[src/rtl/analog_weight_output_pkg.sv]
// shared constants for the analog weight output mapper
package analog_weight_output_pkg;
    localparam int unsigned CODE_WIDTH  = 16;
    localparam int unsigned VALUE_WIDTH = 24;

    // register offsets
    localparam logic [3:0] REG_CONTROL   = 4'h0;
    localparam logic [3:0] REG_MAXIMUM   = 4'h1;
    localparam logic [3:0] REG_ZERO_CODE = 4'h2;
    localparam logic [3:0] REG_HIGH_CODE = 4'h3;
    localparam logic [3:0] REG_LOW_FORCE = 4'h4;
    localparam logic [3:0] REG_HIGH_FORCE = 4'h5;
    localparam logic [3:0] REG_STATUS    = 4'h6;
    localparam logic [3:0] REG_CODE      = 4'h7;

    // control field positions
    localparam int unsigned CTRL_SOURCE_LSB  = 0;
    localparam int unsigned CTRL_VOLTAGE_BIT = 3;
    localparam int unsigned CTRL_RATE_EN_BIT = 4;
    localparam int unsigned CTRL_ENABLE_BIT  = 5;

    // status field positions
    localparam int unsigned STAT_FORCE_LOW_BIT  = 0;
    localparam int unsigned STAT_FORCE_HIGH_BIT = 1;
    localparam int unsigned STAT_SOURCE_OK_BIT  = 2;

    // source selections
    localparam logic [2:0] SRC_DISPLAYED      = 3'h0;
    localparam logic [2:0] SRC_ABS_DISPLAYED  = 3'h1;
    localparam logic [2:0] SRC_GROSS          = 3'h2;
    localparam logic [2:0] SRC_RATE           = 3'h3;
    localparam logic [2:0] SRC_ABSOLUTE_RATE_SOURCE       = 3'h4;

    // reset values: span 4 mA..20 mA, with 0 mA..24 mA mapped onto 0..ffff
    localparam logic [31:0] RESET_CONTROL    = 32'h0000_0000;
    localparam logic [23:0] RESET_MAXIMUM    = 24'h00_2710;
    localparam logic [15:0] RESET_ZERO_CODE  = 16'h2aaa;
    localparam logic [15:0] RESET_HIGH_CODE  = 16'hd555;
    localparam logic [15:0] RESET_LOW_FORCE  = 16'h0000;
    localparam logic [15:0] RESET_HIGH_FORCE = 16'hffff;
    localparam logic [15:0] RESET_CODE       = 16'h0000;
endpackage

[src/rtl/analog_weight_output_mapper.sv]
// maps a selected weighing value onto a 16-bit converter code
//
// The register addresses and strobed register access were chosen for this implementation.
`timescale 1ns/100ps
`default_nettype none

module analog_weight_output_mapper #(
    parameter bit INTERNAL_VARIANT = 1'b0
) (
    input  wire logic                 clock,
    input  wire logic                 reset_n,
    input  wire logic [3:0]           address,
    input  wire logic [31:0]          write_data,
    input  wire logic                 write_strobe,
    input  wire logic                 read_strobe,
    output logic [31:0]               read_data,
    input  wire logic [23:0]          displayed_weight,
    input  wire logic [23:0]          gross_weight,
    input  wire logic                 weight_valid,
    input  wire logic                 blank_under,
    input  wire logic                 blank_over,
    input  wire logic                 gross_mode,
    input  wire logic [23:0]          rate_value,
    input  wire logic                 rate_valid,
    output logic [15:0]               converter_code,
    output logic                      converter_load,
    output logic                      voltage_mode
);

    typedef struct packed {
        logic [2:0]  source;
        logic        voltage;
        logic        rate_enable;
        logic        enable;
        logic [23:0] maximum;
        logic [15:0] zero_code;
        logic [15:0] high_code;
        logic [15:0] low_force;
        logic [15:0] high_force;
        logic        force_low;
        logic        force_high;
        logic [15:0] code;
        logic        load;
        logic [31:0] read_data;
    } state_t;

    state_t state;
    state_t next_state;

    function automatic logic [23:0] magnitude(input logic [23:0] v);
        magnitude = v[23] ? 24'(-v) : v;
    endfunction

    logic        rate_source;
    logic        abs_source;
    logic        source_ok;
    logic [23:0] raw;
    logic [23:0] value;
    logic        new_sample;
    logic        negative;
    logic        above;
    logic        want_low;
    logic        want_high;
    logic signed [17:0] span;
    logic signed [42:0] product;
    logic signed [42:0] scaled;
    logic signed [42:0] linear;
    logic [15:0] linear_code;

    always_comb begin
        rate_source = (state.source == analog_weight_output_pkg::SRC_RATE)
                   || (state.source == analog_weight_output_pkg::SRC_ABSOLUTE_RATE_SOURCE);
        abs_source  = (state.source == analog_weight_output_pkg::SRC_ABS_DISPLAYED)
                   || (state.source == analog_weight_output_pkg::SRC_ABSOLUTE_RATE_SOURCE);
        source_ok   = (state.source <= analog_weight_output_pkg::SRC_ABSOLUTE_RATE_SOURCE)
                   && (!rate_source || state.rate_enable);
        unique case (state.source)
            analog_weight_output_pkg::SRC_GROSS: raw = gross_weight;
            analog_weight_output_pkg::SRC_RATE,
            analog_weight_output_pkg::SRC_ABSOLUTE_RATE_SOURCE: raw = rate_value;
            default: raw = displayed_weight;
        endcase
        value      = abs_source ? magnitude(raw) : raw;
        new_sample = rate_source ? rate_valid : weight_valid;
        negative   = value[23];
        above      = !negative && (value > state.maximum);
        // extrapolation tracks past both ends until saturation for weight sources; rate forces below zero and above maximum, absolute rate above maximum only
        span    = 18'(signed'({2'b00, state.high_code}) - signed'({2'b00, state.zero_code}));
        product = 43'(signed'(value)) * 43'(span);
        scaled  = (state.maximum == 24'h00_0000) ? 43'sh0 : product / 43'(signed'({1'b0, state.maximum}));
        linear  = scaled + 43'(signed'({1'b0, state.zero_code}));
        unique case (state.source)
            analog_weight_output_pkg::SRC_RATE: begin
                want_low  = negative;
                want_high = above;
            end
            analog_weight_output_pkg::SRC_ABSOLUTE_RATE_SOURCE: begin
                want_low  = 1'b0;
                want_high = above;
            end
            analog_weight_output_pkg::SRC_ABS_DISPLAYED: begin
                want_low  = blank_under;
                want_high = gross_mode && (blank_over || linear > 43'sh0ffff);
            end
            default: begin
                want_low  = blank_under || linear < 43'sh0;
                want_high = blank_over || linear > 43'sh0ffff;
            end
        endcase
        // range checks still saturate the code so it never wraps
        if (linear < 43'sh0) begin
            linear_code = 16'h0000;
        end else if (linear > 43'sh0ffff) begin
            linear_code = 16'hffff;
        end else begin
            linear_code = linear[15:0];
        end
    end

    always_comb begin
        next_state      = state;
        next_state.load = 1'b0;
        if (write_strobe) begin
            unique case (address)
                analog_weight_output_pkg::REG_CONTROL: begin
                    next_state.source      = write_data[analog_weight_output_pkg::CTRL_SOURCE_LSB +: 3];
                    // the internal board has no voltage stage
                    next_state.voltage     = write_data[analog_weight_output_pkg::CTRL_VOLTAGE_BIT]
                                          && !INTERNAL_VARIANT;
                    next_state.rate_enable = write_data[analog_weight_output_pkg::CTRL_RATE_EN_BIT];
                    next_state.enable      = write_data[analog_weight_output_pkg::CTRL_ENABLE_BIT];
                end
                analog_weight_output_pkg::REG_MAXIMUM:    next_state.maximum    = write_data[23:0];
                analog_weight_output_pkg::REG_ZERO_CODE:  next_state.zero_code  = write_data[15:0];
                analog_weight_output_pkg::REG_HIGH_CODE:  next_state.high_code  = write_data[15:0];
                analog_weight_output_pkg::REG_LOW_FORCE:  next_state.low_force  = write_data[15:0];
                analog_weight_output_pkg::REG_HIGH_FORCE: next_state.high_force = write_data[15:0];
                default: ;
            endcase
        end
        if (state.enable && source_ok && new_sample) begin
            // flags move only on a fresh sample, so release waits for the next update
            next_state.force_low  = want_low;
            next_state.force_high = want_high && !want_low;
            if (want_low) begin
                next_state.code = state.low_force;
            end else if (want_high) begin
                next_state.code = state.high_force;
            end else begin
                next_state.code = linear_code;
            end
            next_state.load = 1'b1;
        end
        next_state.read_data = 32'h0000_0000;
        if (read_strobe) begin
            unique case (address)
                analog_weight_output_pkg::REG_CONTROL: next_state.read_data =
                    {26'h0, state.enable, state.rate_enable, state.voltage, state.source};
                analog_weight_output_pkg::REG_MAXIMUM:    next_state.read_data = {8'h00, state.maximum};
                analog_weight_output_pkg::REG_ZERO_CODE:  next_state.read_data = {16'h0000, state.zero_code};
                analog_weight_output_pkg::REG_HIGH_CODE:  next_state.read_data = {16'h0000, state.high_code};
                analog_weight_output_pkg::REG_LOW_FORCE:  next_state.read_data = {16'h0000, state.low_force};
                analog_weight_output_pkg::REG_HIGH_FORCE: next_state.read_data = {16'h0000, state.high_force};
                analog_weight_output_pkg::REG_STATUS:     next_state.read_data =
                    {29'h0, source_ok, state.force_high, state.force_low};
                analog_weight_output_pkg::REG_CODE:       next_state.read_data = {16'h0000, state.code};
                default: next_state.read_data = 32'h0000_0000;
            endcase
        end
    end

    always_ff @(posedge clock or negedge reset_n) begin
        if (!reset_n) begin
            state.source      <= analog_weight_output_pkg::RESET_CONTROL[2:0];
            state.voltage     <= 1'b0;
            state.rate_enable <= 1'b0;
            state.enable      <= 1'b0;
            state.maximum     <= analog_weight_output_pkg::RESET_MAXIMUM;
            state.zero_code   <= analog_weight_output_pkg::RESET_ZERO_CODE;
            state.high_code   <= analog_weight_output_pkg::RESET_HIGH_CODE;
            state.low_force   <= analog_weight_output_pkg::RESET_LOW_FORCE;
            state.high_force  <= analog_weight_output_pkg::RESET_HIGH_FORCE;
            state.force_low   <= 1'b0;
            state.force_high  <= 1'b0;
            state.code        <= analog_weight_output_pkg::RESET_CODE;
            state.load        <= 1'b0;
            state.read_data   <= 32'h0000_0000;
        end else begin
            state <= next_state;
        end
    end

    assign read_data      = state.read_data;
    assign converter_code = state.code;
    assign converter_load = state.load;
    assign voltage_mode   = state.voltage;

endmodule

`default_nettype wire

[config.mk]
export PLATFORM = sky130hd
export DESIGN_NAME = analog_weight_output_mapper
export DESIGN_NICKNAME = d
export VERILOG_FILES = /design/src/rtl/analog_weight_output_pkg.sv /design/src/rtl/analog_weight_output_mapper.sv
export SDC_FILE = /design/constraint.sdc
export NUM_CORES = 2
export LEC_CHECK = 0
export BUFFER_PORTS_ARGS = -buffer_cell sky130_fd_sc_hd__buf_4
export CORE_ASPECT_RATIO = 0.7
export CORE_MARGIN = 2
export CORE_UTILIZATION = 45
export CTS_CLUSTER_DIAMETER = 120
export DETAILED_ROUTE_END_ITERATION = 7
export PLACE_DENSITY_LB_ADDON = 0.25
export SLEW_MARGIN = 20
export SYNTH_ARGS = -nofsm -noshare
export SYNTH_HDL_FRONTEND = slang
export SYNTH_SLANG_ARGS = --single-unit
[constraint.sdc]
create_clock -name clock -period 417.3 [get_ports clock]
set_clock_uncertainty 0.15 [all_clocks]
set_input_delay 125.19 -clock clock [delete_from_list [all_inputs] [get_ports clock]]
set_output_delay 125.19 -clock clock [all_outputs]
set_load 0.01 [all_outputs]
# After elaboration in Yosys (flattened, before gate mapping)

Index checks and enable logic that the tools add are counted.

Logic and storage cells: 71
Register bits after elaboration: 145
Output and inout port bits: 50

Reduce and logical (&&, ||, !) cells: 23
Equality and inequality tests: 11
Multiplexer cells: 14
$lt $le $gt $ge: 4
$mul: 1
Div/mod/pow operators: 1
Add/subtract/negate cells: 3

Operator list:

| operator                                                         | count |
|---|---|
| one-hot mux 24 bit (8 select lines)                              | 1 |
| 2-to-1 mux 24 bit                                                | 3 |
| 2-to-1 mux 16 bit                                                | 4 |
| one-hot mux 24 bit (2 select lines)                              | 1 |
| adder 43 x 17 -> 43 bit                                          | 1 |
| divider 43 x 25 -> 43 bit                                        | 1 |
| greater-than comparator 43 x 17 -> 1 bit (second input constant) | 1 |
| < comparator 43 x 1 -> 1 bit (second input constant)             | 1 |
| 2-to-1 mux 43 bit                                                | 1 |
| multiplier 24 x 17 -> 41 bit                                     | 1 |
| greater-than comparator 24 bit                                   | 1 |
| zero test 24 bit                                                 | 1 |
| negator 24 bit                                                   | 1 |
| subtractor 16 x 16 -> 17 bit                                     | 1 |
| equality test 4 x 3 -> 1 bit (second input constant)             | 4 |
| AND reduction 2 bit                                              | 6 |
| equality test 4 x 2 -> 1 bit (second input constant)             | 2 |
| equality test 3 x 2 -> 1 bit (second input constant)             | 2 |
| logical AND 1 bit                                                | 6 |
| logical OR 1 bit                                                 | 5 |
| equality test 4 x 1 -> 1 bit (second input constant)             | 1 |
| zero test 4 bit                                                  | 1 |
| equality test 3 x 1 -> 1 bit (second input constant)             | 1 |
| equality test 3 bit (second input constant)                      | 1 |
| other kinds (6)                                                  | 9 |

# Logic depth before layout (Yosys ltp)

Word-level depth: 16
Mapped depth: 833
Depth with buffers taken out: 762

# Worst setup path before layout

No wires, ideal clock.

Path type: input -> register
From: input displayed_weight[0]
To: register state, in the netlist converter_code[10]
Path slack: 132416 ps
Required time: 417073 ps
Stages: 787
Buffers on the path: 90
Setup time: 77 ps
Arrival time: 284656 ps
Cell sequence: nor2b_1 a311oi_1 o22a_1 clkbuf_1 and3_1 nand2_1 nor2_1 nand2_1 or3_1 nor3_1 nand3_1 or3_1 or3_1 a32o_1 clkinv_1 nand2_1 inv_1 fa_1 (+751 left out) o21a_1 o21a_1 o21a_1 o21a_1 o21a_1 o21a_1 o21a_1 o21a_1 or2_2 and3_1 nand3b_1 nor3_1 a211o_1 a2111oi_2 nand4_4 buf_6 a221o_1 a21oi_1

Word-level cells in the longest chain between the ends: 14

Ends and longest elaborated chain:

| element                                  | line                                                                                                       | text |
|---|---|---|
| from (decl)                              | analog_weight_output_mapper.sv:17                                                                          | `input wire logic [23:0] displayed_weight,` |
| one-hot mux 24 bit (2 select lines) (*)  | analog_weight_output_mapper.sv:77                                                                          | `unique case (state.source)` |
| negator 24 bit                           | analog_weight_output_mapper.sv:51                                                                          | `magnitude = v[23] ? 24'(-v) : v;` |
| 2-to-1 mux 24 bit                        | analog_weight_output_mapper.sv:51                                                                          |  |
| 2-to-1 mux 24 bit (*)                    | analog_weight_output_mapper.sv:83                                                                          | `value = abs_source ? magnitude(raw) : raw;` |
| multiplier 24 x 17 -> 41 bit             | analog_weight_output_mapper.sv:89                                                                          | `product = 43'(signed'(value)) * 43'(span);` |
| divider 43 x 25 -> 43 bit                | analog_weight_output_mapper.sv:90                                                                          | `scaled = (state.maximum == 24'h00_0000) ? 43'sh0 : product / 43'(signed'({1'b0, state.maximum}));` |
| 2-to-1 mux 43 bit                        | analog_weight_output_mapper.sv:90                                                                          |  |
| adder 43 x 17 -> 43 bit                  | analog_weight_output_mapper.sv:91                                                                          | `linear = scaled + 43'(signed'({1'b0, state.zero_code}));` |
| greater-than comparator 43 x 17 -> 1 bit | analog_weight_output_mapper.sv:103, analog_weight_output_mapper.sv:107, analog_weight_output_mapper.sv:113 |  |
| logical OR 1 bit                         | analog_weight_output_mapper.sv:103, analog_weight_output_mapper.sv:107                                     |  |
| logical AND 1 bit                        | analog_weight_output_mapper.sv:103                                                                         | `want_high = gross_mode && (blank_over \|\| linear > 43'sh0ffff);` |
| one-hot mux 1 bit (2 select lines)       | analog_weight_output_mapper.sv:92                                                                          | `unique case (state.source)` |
| 2-to-1 mux 16 bit                        | analog_weight_output_mapper.sv:147                                                                         | `end else if (want_high) begin` |
| 2-to-1 mux 16 bit (*)                    | analog_weight_output_mapper.sv:145                                                                         | `if (want_low) begin` |
| to (signal assigned)                     | analog_weight_output_mapper.sv:189                                                                         | `state <= next_state;` |
| to (decl)                                | analog_weight_output_mapper.sv:47                                                                          | `state_t state;` |

Every way passes the cells marked *; elsewhere a longest branch is shown, timed or not.
A chain may end at the register's enable or synchronous reset.

==> flow_metrics.py <==
metrics = {
    "run_status": {
        "status": "finished with violations",
        "violations": "DRC",
    },
    "critical_path": {
        "r2r_start": "state[142]$_DFFE_PN0P_",
        "slowest_stage": "xnor2_1",
        "rr_endpoint": "converter_code[1]$_DFFE_PN0P_",
        "setup.worst_path.class": "input port to register",
        "worstSetupEndpointType": "register",
        "cp_max_fo": 52,
        "critPathRequiredTime_ns": 417.45,
        "rr_worst_depth": 742,
        "arrival_ns": 316.96,
        "r2r_setup_slack_ns": 223.87,
        "cpMostUsedCell": "o21a_1",
        "crit_path_start_kind": "input port",
        "max_stage_delay_ns": 1.01,
    },
    "detailed_routing": {
        "num_vias": 73100,
        "first_pass_iters": 8,
        "drtIter0Drc": 7894,
        "wl_per_cell_um": 22.6,
        "vias_per_cell": 6.31,
        "postRouteAntennaNets": 0,
        "wl_mm": 262,
        "drc": 5,
    },
    "grt": {
        "gr-total-overflow": 0,
        "grt_pass1_wl_mm": 401,
        "grt_max_degree": 91,
        "antenna_found_initial": 7,
        "grt_pass1_vias": 67800,
        "grt_util_all_layers_pct": 31.9,
    },
    "flow_run": {
        "drv_cap": 0,
    },
    "placed_design": {
        "gp_congestion": 1.00,
        "place_inst": 11500,
        "pre_cts_ws_ns": 107.06,
        "hpwlAfterDp_mm": 215,
        "port_buffers": 150,
    },
    "floorplanning": {
        "core_area_mm2": 0.155,
        "dieArea_mm2": 0.159,
        "row_count": 121,
        "die_x_um": 475,
        "die_h_um": 334,
        "initial_core_util_pct": 45.2,
        "ioPinCount": 167,
    },
    "cells_and_area": {
        "nFillCells": 15300,
        "regArea_mm2": 0.00347,
        "multiInputGateArea_mm2": 0.0627,
        "area_delta_synth_final_pct": 6.26,
        "fin_nets": 10900,
        "layout-drive-gt1-share_pct": 9.72,
        "finalNonFillerCells": 11600,
    },
    "timing": {
        "rsz0062_at_grt": "false",
        "worst_pin_slew_ns": 1.31,
        "worst_slack_ns": 100.49,
        "hold_viol_final": 0,
        "slew_viol_final": 0,
        "setup_viol": 0,
        "fmax_mhz": 3.16,
        "timing.setup.tns_ns": 0,
        "min_period_over_period_pct": 75.9,
        "max_slew_margin_pct": 11.8,
        "period_needed_ns": 316.81,
    },
    "min_path": {
        "hold_path_class": "register to register",
        "hold_depth": 1,
        "hold_end": "state[140]$_DFFE_PN0P_",
        "hold_start": "state[140]$_DFFE_PN0P_",
    },
    "cts": {
        "clk_pin_slew_ns": 0.07,
        "cts_resized": 0,
        "post_cts_buffers": 0,
        "hold_buffers": 0,
        "cts_buffer_depth": 2,
        "htreeDepth": 4,
        "numCtsBuffers": 17,
        "clk_latency_ns": 0.43,
        "cts_root_buffer": "clkbuf_16",
        "cts.sinks": 137,
        "cts_tree": "built",
    },
    "synthesis": {
        "yosys.area.top_type_share_pct": 16.4,
        "synth_area_mm2": 0.0700,
        "async_reset_ff_share_pct": 100,
        "synthCells": 9462,
        "yosysMostFrequentCell": "nand2_1",
        "ys_seq_area_share_pct": 4.97,
        "syn_area_per_cell_um2": 7.40,
        "synth_cell_types": 140,
        "yosysWarningCount": 0,
        "synthTopCellsByCount": "nand2_1 (1052), nor2_1 (1025), ha_1 (915), inv_1 (612), a21oi_1 (547)",
        "synthTopCellsByArea": "ha_1 (16%), fa_1 (12%), nand2_1 (5.6%)",
        "synthFlopType": "dfrtp_1",
        "synth_edf_count": 0,
        "yosysTopAreaCell": "ha_1",
        "ys_ff_latch": 137,
    },
}
## area by class of cell
type                            instances  area share [%]
Clock inverter                         14           0.246
Clock buffer                           18           0.591
Sequential cell                       137            4.67
Tap cell                             2091            3.52
Inverter                              627            3.17
Multi-Input combinational cell       8354            84.4
Timing Repair Buffer                  340            3.44
Antenna cell                            2         0.00673
## logic make-up (layout without fill, tap and decap cells)
logic type / Yosys count / after routing / share of synthesized area [%]
xor+xnor: 546 / 546 / 6.87
mux: 314 / 314 / 4.99
simple gates: 3586 / 3586 / 24.0
compound gates: 2579 / 2579 / 25.3
buf+inv: 980 / 999 / 5.89
other cells: 1 / 12 / 0.00536
flops: 137 / 137 / 4.97
fa+ha+maj: 1319 / 1319 / 27.9
## per-layer routing
metal	track usage (%)	share of wire [%]
met4	6.75	2.2
met1	49.7	48
met3	8.37	13
met2	42.8	37
met5	0	0.025
## registers in the layout, indices dropped and copies added, names as in the netlist
signal,count
state,95
converter_load,1
read_data,24
converter_code,16
voltage_mode,1
## worst max path at each step
stage / startpoint / to / slack (ns) / depth (start not counted)
after detailed placement: displayed_weight[0] / converter_code[1]$_DFFE_PN0P_ / 107.06 / 944
after global routing: displayed_weight[0] / converter_code[1]$_DFFE_PN0P_ / 90.94 / 926
after global placement: displayed_weight[0] / converter_code[0]$_DFFE_PN0P_ / 109.20 / 1172
final: displayed_weight[0] / converter_code[1]$_DFFE_PN0P_ / 100.49 / 929
after floorplan: displayed_weight[0] / converter_code[10]$_DFFE_PN0P_ / 132.42 / 1173
after CTS: displayed_weight[0] / converter_code[1]$_DFFE_PN0P_ / 106.36 / 927
## layout by cell type (no fill, tap or decap), types with 50 or more instances in the layout
master / n
nor4_1: 50
buf_4: 339
a211oi_1: 72
nand3_1: 188
nor3_1: 475
and3_1: 81
xor2_1: 202
nor2_1: 1017
o31ai_1: 220
o211ai_1: 74
dfrtp_1: 100
ha_1: 915
mux2_2: 254
a21oi_1: 547
a31oi_1: 88
nand4_1: 88
nand2_1: 1052
o21ai_0: 381
fa_1: 403
or3_1: 79
xnor2_1: 324
inv_1: 598
nor2b_1: 94
a22oi_1: 76
a21o_1: 224
or2_2: 88
and2_1: 96
o21a_1: 373
mux2i_1: 56
nand2b_1: 93
## per-stage QoR
stage	hold slack (ns)	utilization (%)	cell area (um^2)
3_5_place_dp	0.348	47.6	73700
4_1_cts	0.363	48.0	74300
3_3_place_gp	0.337	47.6	73700
2_1_floorplan	0.289	-	70000
6_report	0.364	48.0	74400
5_1_grt	0.375	48.0	74400
## worst max-delay path, delay by kind of cell
kind | cells | cell delay (ns)
mux | 9 | 3.31
simple gates | 212 | 56.41
fa+ha+maj | 58 | 19.52
xor+xnor | 4 | 2.24
buf+inv | 40 | 10.41
compound gates | 606 | 143.05
Power is left out: the tool's default activity adds up to more than one toggle a clock period on the data nets, which glitch-free logic cannot reach.
